## src/pic_defines.svh

```systemverilog
`ifndef PIC_DEFINES_SVH
`define PIC_DEFINES_SVH

// ****************************************
// Register byte offsets
// ****************************************
`define PIC_OFF_CLKEN   8'h00
`define PIC_OFF_PRESC   8'h04
`define PIC_OFF_MODE    8'h08
`define PIC_OFF_START   8'h0C
`define PIC_OFF_STOP    8'h10
`define PIC_OFF_STATUS  8'h14
`define PIC_OFF_COUNT   8'h18
`define PIC_OFF_CAPT    8'h1C
`define PIC_OFF_IRQSTS  8'h20
`define PIC_OFF_IRQMSK  8'h24

// ****************************************
// Field positions
// ****************************************
`define PIC_CLKEN_GATE_BIT 0
`define PIC_MODE_MD_LSB    0
`define PIC_MODE_CIS_LSB   6
`define PIC_MODE_STS_LSB   8
`define PIC_TRIG_BIT       0
`define PIC_STAT_EN_BIT    0
`define PIC_STAT_OVF_BIT   1
`define PIC_IRQ_CAP_BIT    0
`define PIC_IRQ_START_BIT  1
`define PIC_IRQ_OVF_BIT    2

// ****************************************
// Codes and reset values
// ****************************************
`define PIC_MD_CAPTURE     4'h4
`define PIC_MD_CAPTURE_IRQ 4'h5
`define PIC_STS_SOFT       3'h0
`define PIC_STS_EDGE       3'h1
`define PIC_STS_BOTH       3'h2
`define PIC_RST_CLKEN      8'h00
`define PIC_RST_PRESC      4'h0
`define PIC_RST_MD         4'h0
`define PIC_RST_STS        3'h0
`define PIC_RST_IRQMSK     3'h0

`endif

```

## src/pic_pkg.sv

```systemverilog
package pic_pkg;

  // Valid edge choice of the capture input
  typedef enum logic [1:0]
  {
    PIC_EDGE_FALL,
    PIC_EDGE_RISE,
    PIC_EDGE_LOW,
    PIC_EDGE_HIGH
  } pic_edge_e;

  typedef logic [3:0] pic_mode_t;
  typedef logic [2:0] pic_trig_t;
  typedef logic [2:0] pic_irq_t;

endpackage

```

## src/pic_prescaler.sv

```systemverilog
`timescale 1ns/1ns
`default_nettype none

module pic_prescaler #(
  parameter int DIV_W = 15,
  parameter int SEL_W = 4
) (
  input  wire logic             clk_i,
  input  wire logic             resetn_i,
  input  wire logic             run_i,
  input  wire logic [SEL_W-1:0] sel_i,
  output logic                  tick_o
);

  logic [DIV_W-1:0] div_ff;
  logic             tick_ff;
  wire  [DIV_W-1:0] mask;
  wire              hit;

  // Select 0 gives a mask of zero, so the tick runs every cycle
  assign mask   = DIV_W'((32'h1 << sel_i) - 32'h1);
  assign hit    = (div_ff & mask) == mask;
  assign tick_o = tick_ff;

  always_ff @(posedge clk_i or negedge resetn_i)
  begin
    if (!resetn_i)
    begin
      div_ff  <= '0;
      tick_ff <= 1'b0;
    end
    else
    begin
      div_ff  <= run_i ? div_ff + DIV_W'(1) : '0;
      tick_ff <= run_i & hit;
    end
  end
endmodule

`default_nettype wire

```

## src/pic_top.sv

```systemverilog
// How it works
// - Start clears counter, counting begins
// - Valid edge copies count to capture
// - Capture clears count, raises capture interrupt
// - Stop trigger halts counting
// - Clock enable bit 0 gates unit
// - Capture mode on chosen valid edge
// - Operation clock selectable, undivided included
// - Capture mode with/without start interrupt
// - Edge field: fall, rise, both widths
// - Pin edge may start and capture
// - Start sets enable status, stop clears
`include "pic_defines.svh"
`timescale 1ns/1ns
`default_nettype none

module pic_top #(
  parameter int CNT_W = 16
) (
  input  wire logic        clk_i,
  input  wire logic        resetn_i,
  input  wire logic        psel_i,
  input  wire logic        penable_i,
  input  wire logic        pwrite_i,
  input  wire logic [7:0]  paddr_i,
  input  wire logic [31:0] pwdata_i,
  output logic      [31:0] prdata_o,
  output logic             pready_o,
  output logic             pslverr_o,
  input  wire logic        capture_input_pin_i,
  output logic             irq_o
);

  import pic_pkg::*;

  // ****************************************
  // State
  // ****************************************
  logic [7:0]       clken_ff;
  logic [3:0]       presc_ff;
  pic_mode_t        md_ff;
  pic_edge_e        cis_ff;
  pic_trig_t        sts_ff;
  logic             en_ff;
  logic [CNT_W-1:0] cnt_ff;
  logic [CNT_W-1:0] cap_ff;
  logic             ovf_pend_ff;
  logic             cap_ovf_ff;
  pic_irq_t         irq_sts_ff;
  pic_irq_t         irq_msk_ff;
  logic             pin_ff;
  logic             pready_ff;
  logic             pslverr_ff;
  logic [31:0]      prdata_ff;
  logic             irq_ff;

  // ****************************************
  // Register bus decode
  // ****************************************
  function automatic logic reg_hit(input logic [7:0] addr, input logic [7:0] off);
    reg_hit = addr == off;
  endfunction

  wire hit_clken  = reg_hit(paddr_i, `PIC_OFF_CLKEN);
  wire hit_presc  = reg_hit(paddr_i, `PIC_OFF_PRESC);
  wire hit_mode   = reg_hit(paddr_i, `PIC_OFF_MODE);
  wire hit_start  = reg_hit(paddr_i, `PIC_OFF_START);
  wire hit_stop   = reg_hit(paddr_i, `PIC_OFF_STOP);
  wire hit_status = reg_hit(paddr_i, `PIC_OFF_STATUS);
  wire hit_count  = reg_hit(paddr_i, `PIC_OFF_COUNT);
  wire hit_capt   = reg_hit(paddr_i, `PIC_OFF_CAPT);
  wire hit_irqsts = reg_hit(paddr_i, `PIC_OFF_IRQSTS);
  wire hit_irqmsk = reg_hit(paddr_i, `PIC_OFF_IRQMSK);

  wire addr_ok = hit_clken | hit_presc | hit_mode | hit_start | hit_stop
               | hit_status | hit_count | hit_capt | hit_irqsts | hit_irqmsk;

  // Answer is ready in the first access cycle; the flop drops after the handshake
  wire setup_go = psel_i & ~penable_i & ~pready_ff;
  wire wr_go    = psel_i & penable_i & pready_ff & pwrite_i & addr_ok;

  wire [31:0] rd_data =
      hit_clken  ? {24'h000000, clken_ff} :
      hit_presc  ? {28'h0000000, presc_ff} :
      hit_mode   ? {21'h000000, sts_ff, cis_ff, 2'h0, md_ff} :
      hit_status ? {30'h00000000, ovf_pend_ff, en_ff} :
      hit_count  ? {{(32-CNT_W){1'b0}}, cnt_ff} :
      hit_capt   ? {15'h0000, cap_ovf_ff, 16'(cap_ff)} :
      hit_irqsts ? {29'h00000000, irq_sts_ff} :
      hit_irqmsk ? {29'h00000000, irq_msk_ff} :
      32'h00000000;

  // ****************************************
  // Edge detection and trigger selection
  // ****************************************
  wire gate = clken_ff[`PIC_CLKEN_GATE_BIT];
  wire rise = capture_input_pin_i & ~pin_ff;
  wire fall = ~capture_input_pin_i & pin_ff;

  logic start_edge;
  logic cap_edge;

  // Width modes start on one edge and capture on the other
  always_comb
  begin
    start_edge = 1'b0;
    cap_edge   = 1'b0;
    case (cis_ff)
      PIC_EDGE_FALL:
      begin
        start_edge = fall;
        cap_edge   = fall;
      end
      PIC_EDGE_RISE:
      begin
        start_edge = rise;
        cap_edge   = rise;
      end
      PIC_EDGE_LOW:
      begin
        start_edge = fall;
        cap_edge   = rise;
      end
      PIC_EDGE_HIGH:
      begin
        start_edge = rise;
        cap_edge   = fall;
      end
      default:
      begin
        start_edge = 1'b0;
        cap_edge   = 1'b0;
      end
    endcase
  end

  wire cap_mode = (md_ff == `PIC_MD_CAPTURE) | (md_ff == `PIC_MD_CAPTURE_IRQ);
  wire pin_trig = (sts_ff == `PIC_STS_EDGE) | (sts_ff == `PIC_STS_BOTH);

  // Triggers are ignored while the unit clock is off, as if the unit were dark
  wire sw_start  = gate & wr_go & hit_start & pwdata_i[`PIC_TRIG_BIT];
  wire sw_stop   = gate & wr_go & hit_stop & pwdata_i[`PIC_TRIG_BIT];
  wire pin_start = gate & ~en_ff & cap_mode & pin_trig & start_edge;
  wire start_go  = sw_start | pin_start;
  wire cap_fire  = gate & en_ff & cap_mode & cap_edge & ~start_go & ~sw_stop;

  // ****************************************
  // Counter
  // ****************************************
  logic tick;

  pic_prescaler #(
    .DIV_W (15),
    .SEL_W (4)
  ) pic_prescaler_inst (
    .clk_i    (clk_i),
    .resetn_i (resetn_i),
    .run_i    (gate),
    .sel_i    (presc_ff),
    .tick_o   (tick)
  );

  wire cnt_step = gate & en_ff & tick & ~cap_fire & ~start_go & ~sw_stop;
  wire cnt_wrap = cnt_step & (&cnt_ff);

  wire [CNT_W-1:0] nxt_cnt =
      (start_go | cap_fire) ? '0 :
      cnt_step ? cnt_ff + CNT_W'(1) :
      cnt_ff;

  wire nxt_en       = sw_stop ? 1'b0 : (start_go ? 1'b1 : en_ff);
  wire nxt_ovf_pend = (start_go | cap_fire) ? 1'b0 : (cnt_wrap | ovf_pend_ff);

  // ****************************************
  // Interrupts
  // ****************************************
  wire start_irq = start_go & (md_ff == `PIC_MD_CAPTURE_IRQ);

  wire [2:0] irq_ev  = {cnt_wrap, start_irq, cap_fire};
  wire [2:0] irq_clr = (wr_go & hit_irqsts) ? pwdata_i[2:0] : 3'h0;

  // A new event in the clearing cycle survives the clear
  wire [2:0] nxt_irq_sts = (irq_sts_ff & ~irq_clr) | irq_ev;
  // Next mask too, so a mask write moves the line in the same cycle as the flop
  wire [2:0] nxt_irq_msk = (wr_go & hit_irqmsk) ? pwdata_i[2:0] : irq_msk_ff;
  wire       nxt_irq     = |(nxt_irq_sts & nxt_irq_msk);

  // ****************************************
  // Register bus flops
  // ****************************************
  always_ff @(posedge clk_i or negedge resetn_i)
  begin
    if (!resetn_i)
    begin
      pready_ff  <= 1'b0;
      pslverr_ff <= 1'b0;
      prdata_ff  <= 32'h00000000;
    end
    else
    begin
      pready_ff  <= setup_go;
      pslverr_ff <= setup_go & ~addr_ok;
      prdata_ff  <= (setup_go & ~pwrite_i) ? rd_data : 32'h00000000;
    end
  end

  always_ff @(posedge clk_i or negedge resetn_i)
  begin
    if (!resetn_i)
    begin
      clken_ff   <= `PIC_RST_CLKEN;
      presc_ff   <= `PIC_RST_PRESC;
      md_ff      <= `PIC_RST_MD;
      cis_ff     <= PIC_EDGE_FALL;
      sts_ff     <= `PIC_RST_STS;
      irq_msk_ff <= `PIC_RST_IRQMSK;
    end
    else if (wr_go)
    begin
      if (hit_clken)
        clken_ff <= pwdata_i[7:0];
      if (hit_presc)
        presc_ff <= pwdata_i[3:0];
      if (hit_mode)
      begin
        md_ff  <= pwdata_i[`PIC_MODE_MD_LSB +: 4];
        cis_ff <= pic_edge_e'(pwdata_i[`PIC_MODE_CIS_LSB +: 2]);
        sts_ff <= pwdata_i[`PIC_MODE_STS_LSB +: 3];
      end
      if (hit_irqmsk)
        irq_msk_ff <= pwdata_i[2:0];
    end
  end

  // ****************************************
  // Channel flops
  // ****************************************
  always_ff @(posedge clk_i or negedge resetn_i)
  begin
    if (!resetn_i)
    begin
      pin_ff      <= 1'b0;
      en_ff       <= 1'b0;
      cnt_ff      <= '0;
      ovf_pend_ff <= 1'b0;
      irq_sts_ff  <= 3'h0;
      irq_ff      <= 1'b0;
    end
    else
    begin
      pin_ff      <= capture_input_pin_i;
      en_ff       <= nxt_en;
      cnt_ff      <= nxt_cnt;
      ovf_pend_ff <= nxt_ovf_pend;
      irq_sts_ff  <= nxt_irq_sts;
      irq_ff      <= nxt_irq;
    end
  end

  // The first capture after a software start is a partial interval; software discards it
  always_ff @(posedge clk_i or negedge resetn_i)
  begin
    if (!resetn_i)
    begin
      cap_ff     <= '0;
      cap_ovf_ff <= 1'b0;
    end
    else if (cap_fire)
    begin
      cap_ff     <= cnt_ff;
      cap_ovf_ff <= ovf_pend_ff;
    end
  end

  assign prdata_o  = prdata_ff;
  assign pready_o  = pready_ff;
  assign pslverr_o = pslverr_ff;
  assign irq_o     = irq_ff;
endmodule

`default_nettype wire

```

## config.mk

```make
export PLATFORM = sky130hd
export DESIGN_NAME = pic_top
export DESIGN_NICKNAME = d
export VERILOG_FILES = /design/src/pic_pkg.sv /design/src/pic_prescaler.sv /design/src/pic_top.sv
export VERILOG_INCLUDE_DIRS = /design/src
export SDC_FILE = /design/constraint.sdc
export NUM_CORES = 1
export LEC_CHECK = 0
export BUFFER_PORTS_ARGS = -buffer_cell sky130_fd_sc_hd__buf_4
export CAP_MARGIN = 5
export CORE_ASPECT_RATIO = 0.75
export CORE_MARGIN = 8
export CORE_UTILIZATION = 52
export CTS_BUF_LIST = sky130_fd_sc_hd__clkbuf_8 sky130_fd_sc_hd__clkbuf_16
export DETAILED_ROUTE_END_ITERATION = 10
export PLACE_DENSITY = 0.75
export SLEW_MARGIN = 5
export SYNTH_ARGS = -nofsm -noshare
export SYNTH_HDL_FRONTEND = slang
export SYNTH_SLANG_ARGS = --single-unit
```

## constraint.sdc

```tcl
create_clock -name clk_i -period 2.4 [get_ports clk_i]
set_input_delay 0.24 -clock clk_i [delete_from_list [all_inputs] [get_ports clk_i]]
set_output_delay 0.24 -clock clk_i [all_outputs]
set_load 0.02 [all_outputs]
```

# ---- After elaboration in Yosys (flattened, before gate mapping)
# Index checks and enable logic that the tools add are counted.
dict set report op_classes {
  addsub 3
  eq_ne 17
  shift 1
  muxes 19
  bitwise_logic 62
  n_reduce_logical 14
}
# op count
set op_table {}
lappend op_table {{two-way mux 17 bit} 7}
lappend op_table {{AND 1 bit} 33}
lappend op_table {{equality test 8 x 5 -> 1 bit, second input constant} 4}
lappend op_table {{two-way mux 16 bit} 2}
lappend op_table {{adder 16 x 1 -> 16 bit, second input constant} 1}
lappend op_table {{equality test 8 x 4 -> 1 bit, second input constant} 2}
lappend op_table {{equality test 8 x 6 -> 1 bit, second input constant} 2}
lappend op_table {{AND reduction 16 bit} 1}
lappend op_table {{adder 15 x 1 -> 15 bit, second input constant} 1}
lappend op_table {{AND 15 bit} 1}
lappend op_table {{equality test 15 bit} 1}
lappend op_table {{two-way mux 15 bit} 1}
lappend op_table {{left shift 1 x 4 -> 15 bit, first input constant} 1}
lappend op_table {{subtractor 15 x 1 -> 15 bit, second input constant} 1}
lappend op_table {{bitwise OR 1 bit} 14}
lappend op_table {{two-way mux 3 bit} 4}
lappend op_table {{inverter 1 bit} 10}
lappend op_table {{equality test 4 x 3 -> 1 bit, second input constant} 2}
lappend op_table {{equality test 8 x 3 -> 1 bit, second input constant} 1}
lappend op_table {{logical NOT 8 bit} 1}
lappend op_table {{AND reduction 2 bit} 4}
lappend op_table {{OR reduction 2 bit} 4}
lappend op_table {{AND 3 bit} 2}
lappend op_table {{equality test 2 bit, second input constant} 2}
lappend op_table {{other kinds (10)} 14}
dict set report word_totals {
  reg_bits 99
  inputBits 46
  output_inout_bits 35
  elab_cells 135
}

# ---- Longest topological paths before layout
# Gate-level depths: netlist of the first run.
dict set report logic_depth {
  depth_word 26
  ltp_mapped 10
  mapped_depth_nobuf 8
}

# ---- Hierarchy
# A second synthesis of the first run with hierarchy kept.
dict set report unflattened {
  cells_unflattened 475
  hier_area_um2 5154.9
}
# mod instances cells_per_inst area_each_um2 seq_area_each_um2
set modules_own_cells {}
lappend modules_own_cells {pic_top 1 358 4042.6 2077.0}
lappend modules_own_cells {pic_prescaler 1 117 1112.3 400.4}

# ---- Least setup slack after synthesis of the first run
# No wires, ideal clock.
dict set report synth_path {
  kind {register to register}
  startpoint {register cis_ff[0]}
  endpoint {register cap_ff[0]}
  arrival_time_ps 2250
  required_ps 2275
  slack_ps 25
  stages_incl_launch_ff 7
  path_buffers 1
  period_less_slack_ps 2375
  path_cell_list {dfrtp_1 ha_1 or3b_2 a211oi_1 o211ai_4 buf_12 mux2_4}
}
dict set report synth_via {
  elab_chain_cells 8
}
# item line_no
set synth_lines {}
lappend synth_lines {{start, declared} pic_top.sv:42} ;# pic_edge_e cis_ff;
lappend synth_lines {{start signal, assigned} pic_top.sv:227} ;# cis_ff <= pic_edge_e'(pwdata_i[`PIC_MODE_CIS_LSB +: 2]);
lappend synth_lines {{equality test 2 bit (tied with other cells)} pic_top.sv:108} ;# case (cis_ff)
lappend synth_lines {{OR reduction 2 bit (no source line)} -}
lappend synth_lines {{case mux 1 bit (2 select lines)} pic_top.sv:108}
lappend synth_lines {{AND 1 bit} pic_top.sv:143} ;# wire pin_start = gate & ~en_ff & cap_mode & pin_trig & start_edge;
lappend synth_lines {{bitwise OR 1 bit} pic_top.sv:144} ;# wire start_go = sw_start | pin_start;
lappend synth_lines {{inverter 1 bit} pic_top.sv:145} ;# wire cap_fire = gate & en_ff & cap_mode & cap_edge & ~start_go & ~sw_stop;
lappend synth_lines {{AND 1 bit (*) (2 in a row)} pic_top.sv:145}
lappend synth_lines {{end signal, assigned} pic_top.sv:270} ;# cap_ff <= cnt_ff;
lappend synth_lines {{end, declared} pic_top.sv:46} ;# logic [CNT_W-1:0] cap_ff;
# Every way passes the cells marked *; elsewhere a longest branch is shown, timed or not.
# A chain may end at the register's enable or synchronous reset.

# ---- Worst setup path in the final report of the first run
dict set report layout_path {
  startpoint {register cis_ff[0]}
  endpoint {register cnt_ff[6]}
}
dict set report layout_via {
  elab_chain_cells 13
}
# item line_no
set layout_lines {}
lappend layout_lines {{equality test 2 bit (tied with other cells)} pic_top.sv:108}
lappend layout_lines {{OR reduction 2 bit (no source line)} -}
lappend layout_lines {{case mux 1 bit (2 select lines)} pic_top.sv:108}
lappend layout_lines {{AND 1 bit} pic_top.sv:143}
lappend layout_lines {{bitwise OR 1 bit} pic_top.sv:144}
lappend layout_lines {{inverter 1 bit} {pic_top.sv:145, pic_top.sv:163}}
lappend layout_lines {{AND 1 bit (2 in a row)} pic_top.sv:145}
lappend layout_lines {{inverter 1 bit} pic_top.sv:163} ;# wire cnt_step = gate & en_ff & tick & ~cap_fire & ~start_go & ~sw_stop;
lappend layout_lines {{AND 1 bit (3 in a row)} pic_top.sv:163}
lappend layout_lines {{nonzero test 2 bit (no source line)} -}
lappend layout_lines {{end signal, assigned} pic_top.sv:253} ;# cnt_ff <= nxt_cnt;
lappend layout_lines {{end, declared} pic_top.sv:45} ;# logic [CNT_W-1:0] cnt_ff;
# Several ways; a longest one is shown, not always the timed one.

==> impl_metrics.json, run 1 <==
{
  "fp-row-count": 31,
  "antenna_found_initial": 0,
  "ctsHoldBuffers": 0,
  "cts.reportedPaths.clkPinSlew_ps": 60,
  "cp-endpoint": "cnt_ff[6]",
  "firstDrtPassIters": 5,
  "finalNetCount": 606,
  "fin_cells": 692,
  "fmax_ghz": 0.4319,
  "power_frac_comb_pct": 5.7,
  "power.density_nw_per_um2": 544.9,
  "syn_area_um2": 5233,
  "clockBufferDepth": 2,
  "critPathBufInv": 0,
  "final_cell_mix": "dfrtp_1 (99), buf_4 (68), nor2_1 (46)",
  "cp.required_ps": 2600,
  "initial_core_util_pct": 53.75,
  "timing.final.ws_setup_ps": 84.79,
  "grt_first_pass_wirelength_um": 20560,
  "synth_edf_count": 0,
  "switching_power_uw": 738.2,
  "remaining_drc_errors": 0,
  "first_global_vias": 3965,
  "yosysWarnings": 0,
  "fin_hold_ws_ps": -11.50,
  "wl_um": 12730,
  "coreArea_um2": 9736,
  "crit_chain": "ha_1 -> or4b_2 -> o21ai_0 -> nand3_2 -> o311ai_2 -> nor2_1",
  "cp_slowest_cell": "or4b_2",
  "drt-initial-drc-count": 412,
  "drv_slew": 0,
  "area_delta_synth_final_pct": 17.24,
  "ys.flop_type": "dfrtp_1",
  "dp.cells": 674,
  "setup.worst_path.start": "cis_ff[0]",
  "synth.ff_latch_count": 99,
  "r2r_cells": 6,
  "cts_root_buf": "clkbuf_16",
  "ys_seq_area_share_pct": 47.35,
  "use_met3_pct": 5.015,
  "final_common_cell": "dfrtp_1",
  "grt_overflow": 0,
  "hpwlAfterDp_um": 9127,
  "outcome": "finished with violations",
  "violations": "negative hold slack",
  "period_needed_ps": 2315,
  "vias_per_cell": 5.863,
  "min_path_type": "in2async",
  "cp_slowest_stage_delay_ps": 650,
  "port_buffers": 44,
  "grt.busiest_layer": "met2",
  "dieArea_um2": 13560,
  "use_met1_pct": 25.20,
  "cts_buffers": 9,
  "die_w_um": 131.8,
  "worst_r2r_endpoint": "cnt_ff[6]",
  "worst_pin_slew_ps": 681.2,
  "vias": 4057,
  "fillers": 752,
  "p_clk_share_pct": 43.7,
  "worstPathMaxFanout": 7,
  "cts_tree": "done",
  "swShare_pct": 22.08,
  "synth_cell_types": 62,
  "p_seq_share_pct": 50.7,
  "insertedDiodeCount": 0,
  "cp.depth": 6,
  "cpLargestDelayFamily": "simple AND/OR/NAND/NOR gates",
  "pre_cts_ws_ps": 14.74,
  "avgSynthCellArea_um2": 10.59,
  "maxCapViolCount": 0,
  "die-height_um": 102.9,
  "cp.arrival_ps": 2520,
  "clk_latency_ps": 350,
  "internal_power_uw": 2605,
  "worstSetupPathType": "reg2reg",
  "reg2reg_slack_ps": 80,
  "io_pins": 81,
  "critPathCaptureType": "register",
  "async_flop_share_pct": 100.0,
  "fin_area_um2": 6135,
  "max-slew-margin-rel_pct": 54.51,
  "reg2reg_from": "cis_ff[0]",
  "finalCritPeriodShare_pct": 96.47,
  "grtUsageTotal_pct": 19.12,
  "syn_inst": 494,
  "grt_max_degree": 53,
  "met2_usage_pct": 30.15,
  "finalSetupViolCount": 0,
  "hold_viol": 15,
  "cp-start-kind": "register",
  "placed_area_um2": 5779,
  "clock-sinks": 99,
  "fin_skew_ps": 8.627,
  "wl_per_cell_um": 18.39,
  "p_leak_uw": 0.002905,
  "globalplace.congestion": 0.8770,
  "fin_setup_tns_ps": 0,
  "htree_levels": 3,
  "drive_gt1_share_pct": 25.89,
  "ir_drop_mv": 0.3720,
  "antenna_left": 0
}
==> state kept, by name, summed over array words and instances, names as in the netlist, 2 cells and up <==
name and count:
cis_ff 2, presc_ff 4, clken_ff 8, cnt_ff 16, pic_prescaler_inst.div_ff 15, prdata_o 17
sts_ff 3, md_ff 4, cap_ff 16, irq_sts_ff 3, irq_msk_ff 3
==> stage by stage <==
step,power [uW],utilization [%],hold WS (ps)
floorplan,1823,-,-55.59
global placement,1906,59.36,357.6
detailed placement,1911,59.36,373.7
CTS,3366,62.51,8.942
global route,3452,63.01,30.06
finish,3343,63.01,-11.50
==> how the worst min path moves through the flow <==
| stage | start | to | slack, ps |
|---|---|---|---|
| 5_1_grt | resetn_i | prdata_o[5] | 30 |
| 3_3_place_gp | resetn_i | clken_ff[4] | 360 |
| 3_5_place_dp | resetn_i | prdata_o[5] | 370 |
| 6_report | resetn_i | prdata_o[5] | -10 |
| 4_1_cts | resetn_i | prdata_o[5] | 9 |
| 2_1_floorplan | resetn_i | cap_ff[0] | -60 |
==> power by group through the flow <==
stage	clock network [uW]	registers (uW)	logic, uW
4_1_cts	1490	1690	188
5_1_grt	1550	1690	209
6_report	1460	1690	189
2_1_floorplan	0	1720	99.7
3_3_place_gp	0	1720	183
3_5_place_dp	0	1720	187
==> repair_timing <==
item	in CTS	in global routing
setup endpoints to repair	0	31
resized for setup	0	4
setup buffers	0	1
==> Yosys cell counts (3+ instances only) <==
cell type / count / area, um^2
o221ai_1: 3 / 26.28
nor4b_1: 6 / 52.55
o21ai_0: 13 / 65.06
or4_1: 3 / 22.52
a21oi_1: 19 / 95.09
nor3_1: 9 / 45.04
nor2_1: 46 / 172.7
inv_1: 8 / 30.03
o21a_1: 3 / 22.52
or4b_2: 3 / 30.03
mux2i_1: 14 / 140.1
mux2_4: 8 / 120.1
xnor2_1: 19 / 166.4
mux2_2: 35 / 394.1
nand2b_1: 5 / 31.28
a31oi_1: 3 / 18.77
nor4_1: 12 / 75.07
buf_4: 15 / 112.6
nand2_1: 33 / 123.9
nand3_1: 19 / 95.09
and3_1: 6 / 37.54
ha_1: 5 / 62.56
nand4_1: 11 / 68.82
and4_1: 5 / 43.79
and2_1: 18 / 112.6
dfrtp_1: 99 / 2477
xor2_1: 12 / 105.1
clkbuf_1: 14 / 52.55
==> cell type report <==
type | instances | area [um^2] | share of cell area [%]
inverter | 8 | 30.03 | 0.4895
sequential | 99 | 2477 | 40.38
timing repair buffer | 70 | 550.5 | 8.974
multi-input combinational | 367 | 2605 | 42.46
clock buffer | 11 | 252.7 | 4.120
tap | 132 | 165.2 | 2.692
clock inverter | 5 | 53.80 | 0.8770
==> worst reg2reg max path, cell delays in order (launching register included) <==
cell	delay, ps
dfrtp_1	430
ha_1	230
or4b_2	650
o21ai_0	240
nand3_2	260
o311ai_2	250
nor2_1	110
==> cells by family (layout without fill, tap and decap cells) <==
kind of cell | Yosys count | count (layout) | share of synthesized area (%)
compound gates | 63 | 64 | 8.369
xor+xnor | 31 | 31 | 5.189
fa+ha+maj | 5 | 5 | 1.196
flops | 99 | 99 | 47.35
other cells | 1 | 15 | 0.07167
buf+inv | 43 | 94 | 4.663
mux | 57 | 57 | 12.51
simple gates | 195 | 195 | 20.66
==> per-layer routing <==
metal | share of wire (%) | up-vias | wire [um]
li1 | - | 1875 | -
met5 | 0 | - | 0
met1 | 46 | 1971 | 5825
met2 | 45 | 184 | 5717
met3 | 7.5 | 27 | 952
met4 | 1.8 | 0 | 229
Note: power is estimated with default switching activity, not from simulation.
==> run 2: changes to the inputs <==
- CORE_UTILIZATION: 52 -> 25
- PLACE_DENSITY: 0.75 -> 0.41
- SYNTH_HIERARCHICAL: default -> 1
==> run 2 against run 1 <==
Net effect: the run now ends clean; core utilization decreased by 33 points; clock skew about the same; final cell count increased by 16%; synthesized cell count decreased by 3.8%; count of clock-buffer cells in the layout decreased by 2; fmax decreased by 0.24%; via count decreased by 7.7%; global-route usage decreased by 8.2 points; critical path depth increased by 1; critical endpoint is now cap_ff[1].
==> impl_metrics.json, run 2 <==
{
  "critPathCaptureType": "register",
  "topRoutingLayerUsed": "met4",
  "worstSetupPathType": "reg2reg",
  "cp-start-kind": "register",
  "synth_edf_count": 0,
  "hold_viol": 0,
  "drv_slew": 0,
  "yosysTopAreaCell": "dfrtp_1",
  "remaining_drc_errors": 0,
  "outcome": "completed",
  "cts_buffers": 9,
  "dp.cells": 785,
  "fmax_ghz": 0.4309,
  "synth.ff_latch_count": 99,
  "ir_drop_mv": 0.3317,
  "synth_cell_types": 67,
  "yosysWarnings": 6,
  "antenna_left": 0,
  "wl_met3_um": 704,
  "final_common_cell": "dfrtp_1",
  "synth_top_family_by_area": "simple AND/OR/NAND/NOR gates",
  "cts_root_buf": "clkbuf_16",
  "synth_compound_area_share_pct": 9.053,
  "avgSynthCellArea_um2": 10.85,
  "final_cell_mix": "dfrtp_1 (99), buf_4 (69), nor2_1 (44)",
  "vias_per_cell": 4.675,
  "wl_met2_um": 5350,
  "synthXorXnorAreaFrac_pct": 4.587,
  "die_w_um": 181.8,
  "hpwlAfterDp_um": 10400,
  "grt_max_degree": 44,
  "fin_hold_ws_ps": 46.06,
  "min_path_type": "in2reg",
  "fin_cells": 801,
  "cts_tree": "done",
  "synth_mux_area_share_pct": 11.80,
  "cts.reportedPaths.clkPinSlew_ps": 70,
  "wl_um": 13610,
  "drive_gt1_share_pct": 25.05,
  "die-height_um": 140.4,
  "power.density_nw_per_um2": 537.1,
  "htree_levels": 3,
  "wl_per_cell_um": 16.99,
  "finalSetupViolCount": 0,
  "cp.arrival_ps": 2550,
  "cts_setup_buffers": 0,
  "max-slew-margin-rel_pct": 64.16,
  "clockBufferDepth": 2,
  "syn_inst": 475,
  "synth_most_common_cell": "dfrtp_1",
  "initial_core_util_pct": 25.50,
  "worst_pin_slew_ps": 537.6,
  "rsz0062_at_grt": "true",
  "reg2reg_slack_ps": 80,
  "synth_common_cells": "dfrtp_1 (99), nor2_1 (44), nand2_1 (34), mux2_2 (26), nand3_1 (18)",
  "io_pins": 81,
  "synth-simple-area-share_pct": 19.78,
  "grtUsageTotal_pct": 10.96,
  "drt-met1-wl_um": 7393,
  "p_leak_uw": 0.002792,
  "worstPathMaxFanout": 6,
  "port_buffers": 44,
  "period_needed_ps": 2321,
  "globalplace.congestion": 0.7895,
  "largest_reg_flops": 17,
  "drt-initial-drc-count": 310,
  "finalCritPeriodShare_pct": 96.70,
  "antenna_found_initial": 0,
  "insertedDiodeCount": 0,
  "fin_skew_ps": 8.554,
  "dieArea_um2": 25520,
  "synthTopCellsByArea": "dfrtp_1 (48%), mux2_2 (5.7%), nor2_1 (3.2%)",
  "synth_top_area_share_pct": 48.06,
  "grt_first_pass_wirelength_um": 21850,
  "clock-sinks": 99,
  "first_global_vias": 3783,
  "clk_latency_ps": 350,
  "maxCapViolCount": 0,
  "ys.flop_type": "dfrtp_1",
  "finalNetCount": 590,
  "ys_seq_area_share_pct": 48.06,
  "synth_fa_ha_area_share_pct": 1.214,
  "async_flop_share_pct": 100.0,
  "firstDrtPassIters": 4,
  "total_power_uw": 3304,
  "coreArea_um2": 20210,
  "grt_overflow": 0,
  "cp.required_ps": 2630,
  "vias": 3745,
  "area_delta_synth_final_pct": 19.34,
  "fp-row-count": 45,
  "syn_area_um2": 5155
}
-- run 2: final timing paths --
kind                       cells past startpoint           startpoint          to
setup / recovery                               7            cis_ff[0]   cap_ff[1]
hold / removal                                 1  capture_input_pin_i      pin_ff
setup reg to reg                               7            cis_ff[0]   cap_ff[1]
hold reg to reg                                1            cap_ff[3]   cap_ff[3]
max in group asynchronous                      3             resetn_i  cap_ff[15]
min in group asynchronous                      2             resetn_i  cnt_ff[12]
-- run 2: cell type report --
type / count / area [um^2]
fillers: 2077 / 14060
flip-flops and latches: 99 / 2477
multi-input cells: 346 / 2461
repair buffers: 71 / 548.0
well taps: 258 / 322.8
clock buffers: 9 / 225.2
clock inverters: 6 / 72.57
inverters: 12 / 45.04
-- run 2: per-layer routing --
| layer | track usage, % | vias to the layer above |
|---|---|---|
| li1 | - | 1810 |
| met1 | 16.42 | 1824 |
| met2 | 14.88 | 99 |
| met3 | 3.127 | 12 |
| met4 | 2.841 | 0 |
| met5 | 0 | - |
-- run 2: cell families after synthesis --
kind of cell | Yosys count
AND/OR/NAND/NOR | 182
buffers and inverters | 44
XOR/XNOR | 27
AO/OA/AOI/OAI | 65
multiplexers | 52
flip-flops | 99
other | 1
adder cells (fa/ha/maj) | 5
-- run 2: power breakdown --
group | leakage (uW) | total, uW | switching [uW] | internal, uW
clock network | 0.000143 | 1460 | 647 | 815
registers | 0.00132 | 1670 | 2.09 | 1670
logic | 0.00133 | 169 | 115 | 54.5
total | 0.00279 | 3300 | 764 | 2540
-- run 2: worst max-delay path, cell delays in order, from the launching register on --
cell,delay (ps)
dfrtp_1,410
ha_1,330
nor3b_1,260
o2111ai_1,160
a21oi_1,180
nor3b_4,300
buf_4,230
mux2_1,330
-- run 2: what timing repair did --
action,4_1_cts,5_1_grt
cloned,0,0
hold buffers,1,0
endpoints found under the setup margin,1,6
hold endpoints to repair,37,0
resized for setup,1,0
-- run 2: stage by stage --
step                      worst slack [ps]  cell area, um^2  utilization, %  setup TNS (ps)
after floorplan                      165.1             5207               -               0
after global placement               45.67             5838           28.88               0
after detailed placement             41.09             5838           28.88               0
after CTS                            62.02             6152           30.44               0
after global routing                -25.44             6152           30.44          -115.4
final                                79.17             6152           30.44               0
==> run 3: changes to the inputs <==
- BUFFER_PORTS_ARGS: -buffer_cell sky130_fd_sc_hd__buf_4 -> default
- DONT_BUFFER_PORTS: default -> 1
- PLACE_DENSITY: 0.41 -> default
==> run 3 against run 2 <==
Net effect: the run now ends with negative hold slack left; design area down 6.3%; via count down 5.1%; final cell count down 6.4%; fmax up 1.3%; critical path type unchanged; sequential cell count unchanged; largest cell class unchanged; worst hold slack worse by 470 ps; critical endpoint is now irq_o; combinational power down 61%.
==> impl_metrics.json, run 3 (same netlist as run 2, synthesis figures left out) <==
{
  "outcome": "finished with violations",
  "violations": "negative hold slack",
  "reg2reg_slack_ps": 110,
  "reg2reg_from": "cis_ff[0]",
  "area.sequential_um2": 2477,
  "cts.reportedPaths.clkPinSlew_ps": 70,
  "fin_cells": 750,
  "worst_r2r_endpoint": "irq_o",
  "power.density_nw_per_um2": 565.6,
  "ctsHoldBuffers": 2,
  "final_cell_mix": "dfrtp_1 (99), nor2_1 (44), nand2_1 (34)",
  "drive_gt1_share_pct": 17.28,
  "rsz0062_at_grt": "false",
  "dieArea_um2": 25520,
  "remaining_drc_errors": 0,
  "drt-initial-drc-count": 317,
  "cts_root_buf": "clkbuf_16",
  "area_delta_synth_final_pct": 11.87,
  "grt_first_pass_wirelength_um": 20490,
  "crit_chain": "ha_1 -> or4b_1 -> o21ai_1 -> and4_1 -> nor3b_2 -> buf_6 -> o21a_1 -> a221o_1",
  "cp.arrival_ps": 2530,
  "fin_hold_ws_ps": -427.8,
  "clockBufferDepth": 2,
  "period_needed_ps": 2292,
  "grt_overflow": 0,
  "vias": 3553,
  "finalNetCount": 538,
  "vias_per_cell": 4.737,
  "min_path_type": "in2async",
  "cts_setup_buffers": 0,
  "firstDrtPassIters": 5,
  "final_common_cell": "dfrtp_1",
  "cts_tree": "done",
  "cp.required_ps": 2640,
  "die_w_um": 181.8,
  "first_global_vias": 3452,
  "ir_drop_mv": 0.2875,
  "cp_slowest_cell": "or4b_1",
  "maxCapViolCount": 0,
  "die-height_um": 140.4,
  "globalplace.congestion": 0.8393,
  "max-slew-margin-rel_pct": 60.85,
  "dp.cells": 732,
  "total_power_uw": 3262,
  "multi_input_area_um2": 2460,
  "worstPathMaxFanout": 10,
  "wl_um": 12870,
  "initial_core_util_pct": 25.50,
  "worstSetupPathType": "reg2reg",
  "r2r_cells": 8,
  "fmax_ghz": 0.4363,
  "fillers": 2058,
  "wl_per_cell_um": 17.15,
  "drv_slew": 0,
  "insertedDiodeCount": 0,
  "grtUsageTotal_pct": 10.29,
  "coreArea_um2": 20210,
  "finalCritPeriodShare_pct": 95.49,
  "fin_skew_ps": 7.743,
  "largest_reg_flops": 17,
  "cp_slowest_stage_delay_ps": 490,
  "p_leak_uw": 0.002532,
  "hpwlAfterDp_um": 9332,
  "finalSetupViolCount": 0,
  "worst_pin_slew_ps": 581.9,
  "timing.final.ws_setup_ps": 108.2,
  "fp-row-count": 45,
  "cts_buffers": 9,
  "port_buffers": 0,
  "clock-sinks": 99,
  "fin_setup_tns_ps": 0,
  "cp-start-kind": "register",
  "pre_cts_ws_ps": 58.74,
  "io_pins": 81,
  "finish.utilization_pct": 28.53,
  "grt_max_degree": 100,
  "antenna_found_initial": 2,
  "clk_latency_ps": 360,
  "antenna_left": 0,
  "critPathCaptureType": "register",
  "htree_levels": 3,
  "hold_viol": 99
}
run 3: what timing repair did:
item | 4_1_cts | 5_1_grt
gates resized for setup | 0 | 3
endpoints found under the hold margin | 101 | 99
endpoints found under the setup margin | 0 | 5
run 3: report_power, final:
| part | total (uW) | internal, uW | leakage (uW) | switching [uW] |
|---|---|---|---|---|
| Combinational | 66.5 | 23.1 | 0.00107 | 43.4 |
| Sequential | 1670 | 1670 | 0.00132 | 3.68 |
| Clock | 1520 | 829 | 0.000146 | 693 |
run 3: layer usage:
metal	vias up	global-route usage [%]	routed length, um
met5	-	0	32
met2	108	12.96	4906
li1	1711	-	-
met3	17	4.832	1516
met1	1713	15.08	6272
met4	4	2.583	136
run 3: cell type report:
class                      instances  share of cell area [%]
inverter                          12                  0.7811
timing repair buffer              19                   2.625
tap                              258                   5.598
clock buffer                       9                   3.905
sequential                        99                   42.96
clock inverter                     7                   1.475
multi-input combinational        346                   42.66
run 3: critical path, delay by kind of cell, from the launching register on:
kind | cells | cell delay, ps
buffers and inverters | 1 | 170
AOI/OAI and AO/OA | 3 | 560
DFF | 1 | 410
and+or+nand+nor | 3 | 820
adders and majority gates | 1 | 220
run 3: worst max path at each step:
stage | start | end | slack (ps)
after floorplan | presc_ff[3] | pic_prescaler_inst/tick_o | 170
after CTS | cis_ff[1] | cap_ff[12] | 30
after detailed placement | cis_ff[0] | cap_ff[11] | 60
final | cis_ff[0] | irq_o | 110
after global routing | cis_ff[0] | irq_o | 5
after global placement | cis_ff[0] | cap_ff[11] | 60
run 3: metrics by stage:
stage	hold WS, ps	area (um^2)
4_1_cts	-443.6	5758
5_1_grt	-446.6	5767
2_1_floorplan	-55.59	5207
6_report	-427.8	5767
3_5_place_dp	-51.76	5428
3_3_place_gp	-51.68	5428
